`config.mk`:
```
export PLATFORM = sky130hd
export DESIGN_NAME = swire_rom_layer
export DESIGN_NICKNAME = d
export VERILOG_FILES = /design/src/pkg/swire_pkg.sv /design/src/hdl/swire_rom_layer.sv
export SDC_FILE = /design/constraint.sdc
export NUM_CORES = 1
export LEC_CHECK = 0
export BUFFER_PORTS_ARGS = -buffer_cell sky130_fd_sc_hd__buf_2
export CAP_MARGIN = 20
export CORE_UTILIZATION = 35
export CTS_BUF_LIST = sky130_fd_sc_hd__clkbuf_4
export CTS_CLUSTER_DIAMETER = 80
export DETAILED_ROUTE_END_ITERATION = 10
export PLACE_DENSITY_LB_ADDON = 0.15
export SLEW_MARGIN = 20
export SYNTH_ARGS = -nofsm -noshare
export SYNTH_HDL_FRONTEND = slang
export SYNTH_SLANG_ARGS = --single-unit
```
`constraint.sdc`:
```
create_clock -name clk -period 3.9 [get_ports clk]
set_input_delay 0.78 -clock clk [delete_from_list [all_inputs] [get_ports clk]]
set_output_delay 0.78 -clock clk [all_outputs]
set_load 0.02 [all_outputs]
```
`src/pkg/swire_pkg.sv`:
```
/*
 Constants, states and carrier types for the single-wire slave ROM command layer.
 Assumes a 50 MHz clock and a bus line already sampled synchronous to that clock.
*/
// What this block does
// RULE1: Master keeps the line high when pausing; long lows may reset slaves.
// RULE2: Access order: reset, one ROM command, function command, then data.
// RULE3: Master reset pulse is answered by a slave presence pulse.
// RULE4: After presence the master sends an 8-bit ROM command for decoding.
// RULE5: Read identity 33h sends family code, 48-bit serial and CRC.
// RULE6: Master uses read identity only with a single slave attached.
// RULE7: Match 55h takes 64 identity bits; only an exact match proceeds.
// RULE8: A non-matching slave ignores traffic until the next reset.
// RULE9: Search F0h: slave sends bit, then complement, then master writes bit.
// RULE10: Master repeats the three-slot step for all 64 identity bits.
// RULE11: Skip CCh passes straight to function commands without identity bits.
// RULE12: Overdrive skip 3Ch acts as skip and sets the overdrive flag.
// RULE13: A reset pulse of at least 480 us clears the overdrive flag.
// RULE14: After overdrive skip the master selects with overdrive reset and match.
// RULE15: The line is driven only open-drain, combining as wired-AND.
// RULE16: Regular speed up to 16.3 kbit/s, overdrive up to 142 kbit/s.
// RULE17: The slave syncs every time slot to the master's falling edge.
// RULE18: Overdrive match 69h matches at overdrive speed and enters overdrive.
// RULE19: Resume A5h acts as skip only while the resume flag is set.
// RULE20: Resume flag set by successful selection, cleared when another is addressed.
// RULE21: In overdrive, a reset of at most 80 us keeps overdrive.
// RULE22: In search, a slave whose bit differs from the master's drops out.
// RULE23: Bits go least significant first; family code first, CRC last.
package swire_pkg;

   localparam int unsigned CLK_MHZ       = 50;
   // Regular speed timing and overdrive reset limits in us
   localparam int unsigned RST_MIN_US    = 480;
   localparam int unsigned OD_RST_MAX_US = 80;
   localparam int unsigned OD_RST_MIN_US = 48;
   localparam int unsigned RST_DET_US    = 240;
   localparam int unsigned PD_WAIT_US    = 30;
   localparam int unsigned PD_LOW_US     = 120;
   localparam int unsigned SAMPLE_US     = 30;
   localparam int unsigned DRIVE0_US     = 30;
   // Overdrive timing in us
   localparam int unsigned OD_RST_DET_US = 40;
   localparam int unsigned OD_PD_WAIT_US = 3;
   localparam int unsigned OD_PD_LOW_US  = 16;
   localparam int unsigned OD_SAMPLE_US  = 3;
   localparam int unsigned OD_DRIVE0_US  = 3;

   localparam int unsigned CW = 16;
   localparam logic [CW-1:0] RST_MIN_CYC     = CW'(RST_MIN_US * CLK_MHZ);
   localparam logic [CW-1:0] OD_RST_MAX_CYC  = CW'(OD_RST_MAX_US * CLK_MHZ);
   localparam logic [CW-1:0] RST_DET_CYC     = CW'(RST_DET_US * CLK_MHZ);
   localparam logic [CW-1:0] OD_RST_DET_CYC  = CW'(OD_RST_DET_US * CLK_MHZ);
   localparam logic [CW-1:0] PD_WAIT_CYC     = CW'(PD_WAIT_US * CLK_MHZ);
   localparam logic [CW-1:0] OD_PD_WAIT_CYC  = CW'(OD_PD_WAIT_US * CLK_MHZ);
   localparam logic [CW-1:0] PD_LOW_CYC      = CW'(PD_LOW_US * CLK_MHZ);
   localparam logic [CW-1:0] OD_PD_LOW_CYC   = CW'(OD_PD_LOW_US * CLK_MHZ);
   localparam logic [CW-1:0] SAMPLE_CYC      = CW'(SAMPLE_US * CLK_MHZ);
   localparam logic [CW-1:0] OD_SAMPLE_CYC   = CW'(OD_SAMPLE_US * CLK_MHZ);
   localparam logic [CW-1:0] DRIVE0_CYC      = CW'(DRIVE0_US * CLK_MHZ);
   localparam logic [CW-1:0] OD_DRIVE0_CYC   = CW'(OD_DRIVE0_US * CLK_MHZ);
   localparam logic [CW-1:0] CNT_MAX         = 16'hFFFF;

   localparam logic [7:0] CMD_READ_ID   = 8'h33;
   localparam logic [7:0] CMD_MATCH     = 8'h55;
   localparam logic [7:0] CMD_SEARCH    = 8'hF0;
   localparam logic [7:0] CMD_SKIP      = 8'hCC;
   localparam logic [7:0] CMD_OD_SKIP   = 8'h3C;
   localparam logic [7:0] CMD_OD_MATCH  = 8'h69;
   localparam logic [7:0] CMD_RESUME    = 8'hA5;

   localparam int unsigned ID_BITS  = 64;
   localparam int unsigned CMD_BITS = 8;
   localparam logic [6:0] ID_LAST   = 7'h3F;
   localparam logic [6:0] CMD_LAST  = 7'h07;
   localparam logic [6:0] IDX_ZERO  = 7'h00;
   localparam logic [1:0] PH_TRUE   = 2'h0;
   localparam logic [1:0] PH_CMPL   = 2'h1;
   localparam logic [1:0] PH_WRITE  = 2'h2;

   typedef enum logic [8:0] {
      ST_IDLE    = 9'h001,
      ST_PD_WAIT = 9'h002,
      ST_PD_LOW  = 9'h004,
      ST_CMD     = 9'h008,
      ST_SEND_ID = 9'h010,
      ST_MATCH   = 9'h020,
      ST_SEARCH  = 9'h040,
      ST_FUNC    = 9'h080,
      ST_WAIT    = 9'h100
   } rom_state_t;

   typedef struct packed {
      logic       od;
      logic       resume;
   } flags_t;

   typedef struct packed {
      logic       valid;
      logic       od;
   } select_t;

endpackage : swire_pkg

```
`src/hdl/swire_rom_layer.sv`:
```
/*
 Slave ROM command layer of a single-wire open-drain bus: reset detect, presence,
 ROM command decode, identity send, match, search, skip, overdrive and resume.
 Assumes line_in is the wired-AND bus level sampled on clk; the caller resolves
 the wire from line_oe (pull low when high). Function commands are handed on via sel.
*/
`timescale 1ns/1ns
module swire_rom_layer
   import swire_pkg::*;
#(
   parameter logic [ID_BITS-1:0] DEVICE_ID = 64'h0123_4567_89AB_CD00 // Arbitrary value
)(
   input  wire logic       clk,
   input  wire logic       rst,
   input  wire logic       line_in,
   output logic            line_out,
   output logic            line_oe,
   output select_t         sel,
   output logic            reset_seen,
   output flags_t          flags
);

   // ****************************************
   // Slot timing
   // ****************************************
   rom_state_t     state_q, state_d;
   logic           line_q;
   logic [CW-1:0]  low_cnt_q;
   logic [CW-1:0]  slot_cnt_q;
   logic           in_slot_q;
   logic [6:0]     idx_q;
   logic [1:0]     phase_q;
   logic [7:0]     cmd_q;
   logic           miss_q;
   logic           oe_q;
   select_t        sel_q;
   flags_t         flags_q;
   logic           rst_pulse_q;

   wire fall        = line_q & ~line_in;
   wire rise        = ~line_q & line_in;
   wire [CW-1:0] rst_det   = flags_q.od ? OD_RST_DET_CYC : RST_DET_CYC;
   wire [CW-1:0] pd_wait   = flags_q.od ? OD_PD_WAIT_CYC : PD_WAIT_CYC;
   wire [CW-1:0] pd_low    = flags_q.od ? OD_PD_LOW_CYC : PD_LOW_CYC;
   wire [CW-1:0] smp_at    = flags_q.od ? OD_SAMPLE_CYC : SAMPLE_CYC;    // [RULE16]
   wire [CW-1:0] drv_len   = flags_q.od ? OD_DRIVE0_CYC : DRIVE0_CYC;
   wire bus_reset   = rise & (low_cnt_q >= rst_det);                    // [RULE3]
   wire long_reset  = rise & (low_cnt_q >= RST_MIN_CYC);                // [RULE13]
   wire sample      = in_slot_q & (slot_cnt_q == smp_at);               // [RULE17]
   wire id_bit      = DEVICE_ID[idx_q[5:0]];                            // [RULE23]
   wire tx_state    = (state_q == ST_SEND_ID) | ((state_q == ST_SEARCH) & (phase_q != PH_WRITE));
   wire tx_bit      = (state_q == ST_SEARCH && phase_q == PH_CMPL) ? ~id_bit : id_bit; // [RULE9]
   wire drive_zero  = tx_state & in_slot_q & ~tx_bit & (slot_cnt_q < drv_len);
   wire [7:0] cmd_full = {line_in, cmd_q[7:1]};                         // [RULE4]
   wire cmd_done    = sample & (state_q == ST_CMD) & (idx_q == CMD_LAST);
   wire id_done     = sample & (idx_q == ID_LAST);

   // ****************************************
   // Command sequencing
   // ****************************************
   always_comb begin
      state_d = state_q;
      unique case (state_q)
         ST_IDLE    : state_d = ST_IDLE;
         ST_PD_WAIT : if (slot_cnt_q >= pd_wait) state_d = ST_PD_LOW;
         ST_PD_LOW  : if (slot_cnt_q >= pd_low) state_d = ST_CMD;
         ST_CMD     : if (cmd_done) begin                               // [RULE2]
            unique case (cmd_full)
               CMD_READ_ID  : state_d = ST_SEND_ID;                     // [RULE5]
               CMD_MATCH,
               CMD_OD_MATCH : state_d = ST_MATCH;                       // [RULE7] [RULE18]
               CMD_SEARCH   : state_d = ST_SEARCH;                      // [RULE9]
               CMD_SKIP,
               CMD_OD_SKIP  : state_d = ST_FUNC;                        // [RULE11] [RULE12]
               CMD_RESUME   : state_d = flags_q.resume ? ST_FUNC : ST_WAIT; // [RULE19]
               default      : state_d = ST_WAIT;
            endcase
         end
         ST_SEND_ID : if (id_done) state_d = ST_WAIT;
         ST_MATCH   : if (id_done) state_d = (miss_q | (line_in != id_bit)) ? ST_WAIT : ST_FUNC; // [RULE8]
         ST_SEARCH  : if (sample && phase_q == PH_WRITE) begin
            if (line_in != id_bit) state_d = ST_WAIT;                   // [RULE22]
            else if (idx_q == ID_LAST) state_d = ST_FUNC;
         end
         ST_FUNC    : state_d = ST_FUNC;
         ST_WAIT    : state_d = ST_WAIT;
      endcase
      if (bus_reset) state_d = ST_PD_WAIT;
   end

   always_ff @(posedge clk or posedge rst) begin
      if (rst) begin
         state_q    <= ST_IDLE;
         line_q     <= 1'b1;
         low_cnt_q  <= '0;
      end else begin
         state_q    <= state_d;
         line_q     <= line_in;
         low_cnt_q  <= line_in ? '0 : ((low_cnt_q == CNT_MAX) ? low_cnt_q : low_cnt_q + 1'b1);
      end
   end

   // Slot counter restarts on every master falling edge, or at presence phases
   always_ff @(posedge clk or posedge rst) begin
      if (rst) begin
         slot_cnt_q <= '0;
         in_slot_q  <= 1'b0;
      end else if (bus_reset || state_d != state_q && (state_d == ST_PD_LOW)) begin
         slot_cnt_q <= '0;
         in_slot_q  <= 1'b0;
      end else if (fall && !oe_q) begin
         slot_cnt_q <= '0;
         in_slot_q  <= 1'b1;                                            // [RULE17]
      end else begin
         slot_cnt_q <= (slot_cnt_q == CNT_MAX) ? slot_cnt_q : slot_cnt_q + 1'b1;
         if (sample) in_slot_q <= 1'b0;
      end
   end

   // ****************************************
   // Bit counters and command shift
   // ****************************************
   always_ff @(posedge clk or posedge rst) begin
      if (rst) begin
         idx_q   <= IDX_ZERO;
         phase_q <= PH_TRUE;
         cmd_q   <= '0;
         miss_q  <= 1'b0;
      end else if (bus_reset || cmd_done) begin
         idx_q   <= IDX_ZERO;
         phase_q <= PH_TRUE;
         miss_q  <= 1'b0;
      end else if (sample) begin
         if (state_q == ST_CMD) begin
            cmd_q <= cmd_full;
            idx_q <= idx_q + 1'b1;
         end else if (state_q == ST_SEARCH) begin
            phase_q <= (phase_q == PH_WRITE) ? PH_TRUE : phase_q + 1'b1;
            if (phase_q == PH_WRITE) idx_q <= idx_q + 1'b1;
         end else if (state_q == ST_MATCH) begin
            if (line_in != id_bit) miss_q <= 1'b1;                      // [RULE7]
            idx_q <= idx_q + 1'b1;
         end else if (state_q == ST_SEND_ID) begin
            idx_q <= idx_q + 1'b1;
         end
      end
   end

   // ****************************************
   // Flags and outputs
   // ****************************************
   wire is_od_cmd   = cmd_done & (cmd_full == CMD_OD_SKIP);
   wire is_odm_cmd  = cmd_done & (cmd_full == CMD_OD_MATCH);
   wire select_win  = (state_q != ST_FUNC) & (state_d == ST_FUNC) &
                      ((state_q == ST_MATCH) | (state_q == ST_SEARCH));
   wire select_lose = (state_q == ST_MATCH | state_q == ST_SEARCH) & (state_d == ST_WAIT);

   always_ff @(posedge clk or posedge rst) begin
      if (rst) begin
         flags_q     <= '0;
         sel_q       <= '0;
         oe_q        <= 1'b0;
         rst_pulse_q <= 1'b0;
      end else begin
         rst_pulse_q <= bus_reset;
         oe_q        <= (state_d == ST_PD_LOW) | drive_zero;            // [RULE15]
         if (long_reset) flags_q.od <= 1'b0;                            // [RULE13] [RULE21]
         else if (is_od_cmd || is_odm_cmd) flags_q.od <= 1'b1;          // [RULE12] [RULE18]
         if (select_win) flags_q.resume <= 1'b1;                        // [RULE20]
         else if (select_lose) flags_q.resume <= 1'b0;                  // [RULE20]
         sel_q.valid <= (state_d == ST_FUNC);
         sel_q.od    <= flags_q.od;
      end
   end

   assign line_out   = 1'b0;
   assign line_oe    = oe_q;
   assign sel        = sel_q;
   assign reset_seen = rst_pulse_q;
   assign flags      = flags_q;

endmodule // swire_rom_layer

```
==> flow_metrics.py, run 1 <==
metrics = {
    "floorplanning": {
        "ioPinCount": 10,
        "initial_utilization": 0.3598,
        "die_x_um": 113.1,
        "rows": 40,
        "core_um2": 12010,
        "die_area_um2": 12800,
        "die_h_um": 113.1,
    },
    "grt": {
        "antenna_found_initial": 0,
        "grtUsageTotal": 0.1646,
        "grt_pass1_vias": 3338,
        "grt_max_degree": 37,
        "grt_pass1_wl_mm": 16.56,
        "overflow": 0,
    },
    "clock_network": {
        "htree_num_levels": 3,
        "cts_hold_buf": 0,
        "cts_tree": "yes",
        "cts_setup_buffers": 0,
        "cts_num_sinks": 66,
        "clockRootBuffer": "clkbuf_4",
        "clock_latency_ns": 0.43,
        "cts_max_path_buffers": 2,
        "clk_pin_slew_ns": 0.11,
        "cts_resized": 0,
        "cts-buffers-inserted": 9,
    },
    "finish": {
        "multiInputGateArea_um2": 2536,
        "syn_to_final_growth_pct": 6.283,
        "layout_commonest_cell": "nor2_1",
        "drive_gt1_frac": 0.09816,
        "diodes": 0,
        "layout_common_cells": "nor2_1 (65), dfrtp_1 (64), nand2_1 (32)",
        "final_area_um2": 4593,
        "nets": 507,
        "final-seq-area_um2": 1654,
        "num-fill-cells": 1236,
        "fin_cells": 636,
    },
    "flow_run": {
        "cap_violations": 0,
    },
    "placed_design": {
        "gp_congestion": 0.8071,
        "place_hpwl_mm": 7.119,
        "dp.cells": 620,
        "place_ws_ns": 0.9428,
        "place_area_um2": 4489,
        "numPortBuffers": 8,
    },
    "timing": {
        "layout_setup_ws_ns": 0.9184,
        "rsz0062_at_grt": "false",
        "fmax_mhz": 335.4,
        "finalHoldViolations": 0,
        "relSlewSlack": 0.4652,
        "tns_ns": 0,
        "skew_ns": 0.01690,
        "tightest_slew_ns": 0.8011,
        "finalSetupViolCount": 0,
        "finalCritPeriodShare": 0.7645,
        "final.min_clock_period_ns": 2.982,
        "drv_slew": 0,
    },
    "power": {
        "p_leak_nw": 1.953,
        "ir_worst_vdd_v": 0.0002295,
        "power.total_mw": 1.231,
        "power_density_nw_per_um2": 267.9,
    },
    "logic_synthesis": {
        "yosysUniqueCellTypes": 64,
        "synth_compound_area_frac": 0.1213,
        "synthCells": 479,
        "syn-num-nets": 502,
        "synth_ff_type": "dfrtp_1",
        "ys_seq_area_frac": 0.3827,
        "synthSimpleGateAreaFrac": 0.3075,
        "yosys.area_share.xor_xnor": 0.06891,
        "synth_top_family_by_area": "simple AND/OR/NAND/NOR gates",
        "synth_edf_count": 0,
        "synthTopCellsByArea": "dfrtp_1 (37%), ha_1 (5.8%), nor2_1 (5.6%), xor2_1 (4.3%), nor4bb_1 (2.8%)",
        "ys_warn_count": 0,
        "synth_top_area_cell": "dfrtp_1",
        "syn_area_um2": 4322,
        "async_reset_ff_frac": 1.000,
        "ys_seq_elements": 66,
        "avgSynthCellArea_um2": 9.022,
        "synthAdderAreaFrac": 0.05790,
        "synth.area.mux_share": 0.03040,
        "synth_top_area_frac": 0.3706,
    },
    "routing": {
        "avgRoutedWirePerCell_um": 15.38,
        "routed_wl_mm": 9.783,
        "dr.first_iter.drc_count": 238,
        "vias": 3494,
        "dr.pass1.iters": 4,
        "postRouteAntennaNets": 0,
        "viasPerCell": 5.494,
        "drcViolationCount": 0,
    },
    "worst_setup_path": {
        "worstPathArrival_ns": 3.30,
        "cp-start-kind": "flip-flop",
        "critPathKind": "flip-flop to flip-flop",
        "cp.required_ns": 4.22,
        "cp-end-kind": "flip-flop",
        "cp_max_fo": 14,
    },
    "min_path": {
        "hold_path_class": "primary input to asynchronous set/reset pin",
    },
    "outcome": {
        "status": "completed",
    },
}
registers in the layout (all words and copies together), names as in the netlist:
register and cells:
cmd_q 7, in_slot_q 1, line_q 1, line_oe 1, idx_q 7, sel 2, flags 2, miss_q 1
state_q 9, phase_q 2, low_cnt_q 16, reset_seen 1, slot_cnt_q 16
path summary, 6_finish.rpt:
path	startpoint	endpoint	slack (ns)	depth (start not counted)
worst max register to register	flags[1]$_DFFE_PP0P_	idx_q[6]$_DFFE_PP0P_	0.92	8
worst max-delay path	flags[1]$_DFFE_PP0P_	idx_q[6]$_DFFE_PP0P_	0.92	8
worst min register to register	miss_q$_DFFE_PP0P_	miss_q$_DFFE_PP0P_	0.55	2
min in group clk	miss_q$_DFFE_PP0P_	miss_q$_DFFE_PP0P_	0.55	2
max in group asynchronous	rst	state_q[0]$_DFF_PP1_	2.60	3
worst min-delay path	rst	low_cnt_q[11]$_DFFE_PP0P_	0.50	2
report_power, final:
group / internal [mW] / switching, mW / leakage (nW)
combinational: 0.0388 / 0.0648 / 1.01
clock: 0.137 / 0.245 / 0.0631
sequential: 0.706 / 0.0384 / 0.882
metal layers:
metal,routed length (µm),track usage,vias up
met3,284,0.03589,8
met1,4795,0.2205,1709
met5,0,0,-
li1,-,-,1735
met4,91,0.05088,0
met2,4611,0.2654,42
cell families after synthesis:
group,count (synthesis)
and+or+nand+nor,233
AOI/OAI and AO/OA,81
xor gates and xnor gates,34
buffers and inverters,32
other,1
adders and majority gates,20
DFF,66
muxes,12
synth_stat cells, drive strengths merged (13+ instances only):
| master | count |
|---|---|
| nand3 | 20 |
| xor2 | 21 |
| nor3 | 14 |
| nand4 | 18 |
| dfrtp | 64 |
| o21ai | 21 |
| xnor2 | 13 |
| nand2b | 14 |
| ha | 20 |
| nor2 | 67 |
| inv | 16 |
| nand2 | 33 |
| a21oi | 20 |
area by class of cell:
type | count | area share
multi-input cells | 381 | 0.5522
clock buffers | 11 | 0.01798
flip-flops and latches | 66 | 0.3601
repair buffers | 10 | 0.01199
well taps | 147 | 0.04004
inverters | 16 | 0.01308
clock inverters | 5 | 0.004631
critical path, cell delays in order (launching register included):
cell	delay (ns)
dfrtp_1	0.60
ha_1	0.47
nand4bb_4	0.13
or3b_1	0.38
or4_4	0.47
a21o_4	0.23
or3_4	0.38
xor2_1	0.17
nor2_2	0.05
metrics by stage:
step           utilization  hold WS, ns
6_report            0.3824       0.4960
5_1_grt             0.3824       0.5411
4_1_cts             0.3824       0.4968
3_5_place_dp        0.3738       0.5327
3_3_place_gp        0.3738       0.5255
2_1_floorplan            -       0.4859
(Power assumes the default switching activity.)
==> run 2: changes to the inputs <==
- ABC_AREA: unset -> 1
- clock period: 3.9 -> 2.8 ns (I/O delays scaled with it)
==> flow_metrics.py, run 2 <==
metrics = {
    "outcome": {
        "status": "completed",
    },
    "logic_synthesis": {
        "synthTopCellsByArea": "dfrtp_1 (35%), nand2_1 (12%), nand3_1 (7.8%), inv_1 (7.3%), nor2_1 (6.4%)",
        "synth_compound_area_frac": 0.09061,
        "synth_ff_type": "dfrtp_1",
        "synth_top_area_frac": 0.3493,
        "ys_seq_area_frac": 0.3608,
        "synth_commonest_cells": "nand2_1 (145), inv_1 (89), nor2_1 (78)",
        "ys_warn_count": 0,
        "yosysUniqueCellTypes": 45,
        "syn_area_um2": 4584,
        "synth_edf_count": 0,
        "synth.area.mux_share": 0,
        "avgSynthCellArea_um2": 7.031,
        "synthSimpleGateAreaFrac": 0.3769,
        "synthCells": 652,
        "synthAdderAreaFrac": 0.05459,
        "async_reset_ff_frac": 1.000,
        "yosys.area_share.xor_xnor": 0.02293,
        "syn-num-nets": 675,
        "synth_top_family_by_area": "simple AND/OR/NAND/NOR gates",
        "ys_seq_elements": 66,
        "yosysMostFrequentCell": "nand2_1",
        "synth_top_area_cell": "dfrtp_1",
    },
    "power": {
        "power.total_mw": 1.993,
        "ir_worst_vdd_v": 0.0001812,
        "power_frac_comb": 0.106,
        "p_leak_nw": 2.457,
        "p_seq_frac": 0.517,
        "pwr-share-clk": 0.377,
        "power_density_nw_per_um2": 400.2,
        "p_int_mw": 1.420,
        "swShare": 0.2873,
        "p_sw_uw": 572.6,
    },
    "floorplanning": {
        "die_h_um": 116.4,
        "initial_utilization": 0.3618,
        "die_x_um": 116.4,
        "die_area_um2": 13560,
        "ioPinCount": 10,
        "rows": 41,
        "core_um2": 12670,
    },
    "flow_run": {
        "cap_violations": 0,
    },
    "placed_design": {
        "place_hpwl_mm": 8.557,
        "gp_congestion": 0.8800,
        "dp.cells": 826,
        "place_ws_ns": 0.3190,
        "numPortBuffers": 8,
        "place_area_um2": 4816,
    },
    "clock_network": {
        "cts_setup_buffers": 0,
        "cts_tree": "yes",
        "clk_pin_slew_ns": 0.13,
        "clock_latency_ns": 0.45,
        "cts_num_sinks": 66,
        "cts_max_path_buffers": 2,
        "cts_hold_buf": 0,
        "cts_resized": 0,
        "htree_num_levels": 3,
        "clockRootBuffer": "clkbuf_4",
        "cts-buffers-inserted": 9,
    },
    "worst_setup_path": {
        "path_cells": "ha_1 -> nand2_1 -> nor3_1 -> nand2_1 -> nor2_1 -> nand4_1 -> nand2_1 -> nand4_1 -> nand3b_1 -> nand2_1 -> inv_1",
        "critPathTopFamily": "simple AND/OR/NAND/NOR gates",
        "worstPathArrival_ns": 2.77,
        "cp_max_fo": 13,
        "r2r_end": "state_q[5]$_DFF_PP0_",
        "cp.required_ns": 3.15,
        "cpPeakStageDelay_ns": 0.53,
        "r2r-start": "flags[1]$_DFFE_PP0P_",
        "cp-start-kind": "flip-flop",
        "cpMostUsedCell": "nand2_1",
        "rr_worst_depth": 11,
        "critPathKind": "flip-flop to flip-flop",
        "path_buf_inv": 1,
        "cp_slowest_cell": "dfrtp_2",
        "r2r_setup_slack_ns": 0.38,
        "cp-end-kind": "flip-flop",
    },
    "finish": {
        "num-fill-cells": 1401,
        "drive_gt1_frac": 0.09552,
        "largestRegisters": "low_cnt_q x16, slot_cnt_q x16, state_q x9",
        "final_area_um2": 4979,
        "fin_util": 0.3929,
        "layout_common_cells": "nand2_1 (145), inv_1 (88), nor2_1 (78)",
        "layout_commonest_cell": "nand2_1",
        "syn_to_final_growth_pct": 8.597,
        "fin_cells": 842,
        "nets": 688,
        "diodes": 0,
    },
    "timing": {
        "finalCritPeriodShare": 0.8629,
        "tns_ns": 0,
        "finalHoldViolations": 0,
        "fmax_mhz": 413.9,
        "rsz0062_at_grt": "false",
        "skew_ns": 0.02224,
        "tightest_slew_ns": 0.6384,
        "layout_setup_ws_ns": 0.3839,
        "finalSetupViolCount": 0,
        "final.min_clock_period_ns": 2.416,
        "relSlewSlack": 0.5738,
        "drv_slew": 0,
        "worst_hold_slack_ns": 0.1803,
    },
    "min_path": {
        "hold_path_class": "primary input to asynchronous set/reset pin",
    },
    "grt": {
        "antenna_found_initial": 0,
        "overflow": 0,
        "grt_pass1_wl_mm": 19.48,
        "grt_pass1_vias": 4030,
        "grt_max_degree": 29,
        "grtUsageTotal": 0.1846,
    },
    "routing": {
        "dr.pass1.iters": 5,
        "viasPerCell": 4.973,
        "avgRoutedWirePerCell_um": 13.34,
        "dr.first_iter.drc_count": 163,
        "vias": 4187,
        "routed_wl_mm": 11.23,
        "drcViolationCount": 0,
        "postRouteAntennaNets": 0,
    },
}
run 2: per-layer routing:
metal | track usage | part of all wire | vias up
met5 | 0 | 0 | -
met4 | 0.06752 | 0.015 | 0
met3 | 0.02750 | 0.033 | 12
met2 | 0.2919 | 0.45 | 82
met1 | 0.2554 | 0.50 | 1942
li1 | - | - | 2151
run 2: area by class of cell:
class	instances	area (µm²)	area share
Multi-Input combinational cell	480	2502	0.5026
Sequential cell	66	1655	0.3325
Inverter	97	369.1	0.07414
Tap cell	172	215.2	0.04323
Clock inverter	7	93.84	0.01885
Timing Repair Buffer	11	75.07	0.01508
Clock buffer	9	67.56	0.01357
run 2: worst max path at each step:
stage	start	endpoint	slack (ns)	cells after the start
after floorplan	rst	cmd_q[1]$_DFFE_PP0P_	0.59	1
after global placement	flags[1]$_DFFE_PP0P_	phase_q[0]$_DFFE_PP0P_	0.39	12
after detailed placement	flags[1]$_DFFE_PP0P_	state_q[5]$_DFF_PP0_	0.32	11
after CTS	flags[1]$_DFFE_PP0P_	state_q[5]$_DFF_PP0_	0.28	11
after global routing	flags[1]$_DFFE_PP0P_	state_q[5]$_DFF_PP0_	0.03	11
final	flags[1]$_DFFE_PP0P_	state_q[5]$_DFF_PP0_	0.38	11
run 2: logic make-up (layout without fill, tap and decap cells):
logic type,count (synthesis),in the layout
DFF,66,66
adders and majority gates,20,20
xor gates and xnor gates,12,12
and+or+nand+nor,372,372
buffers and inverters,106,124
AOI/OAI and AO/OA,75,75
other,1,1
run 2: power groups by stage:
stage / Combinational [mW] / Sequential, mW / Clock [mW]
2_1_floorplan: 0.160 / 1.04 / 0
3_3_place_gp: 0.209 / 1.05 / 0
4_1_cts: 0.216 / 1.03 / 0.779
3_5_place_dp: 0.215 / 1.05 / 0
5_1_grt: 0.254 / 1.04 / 0.819
6_report: 0.212 / 1.03 / 0.751
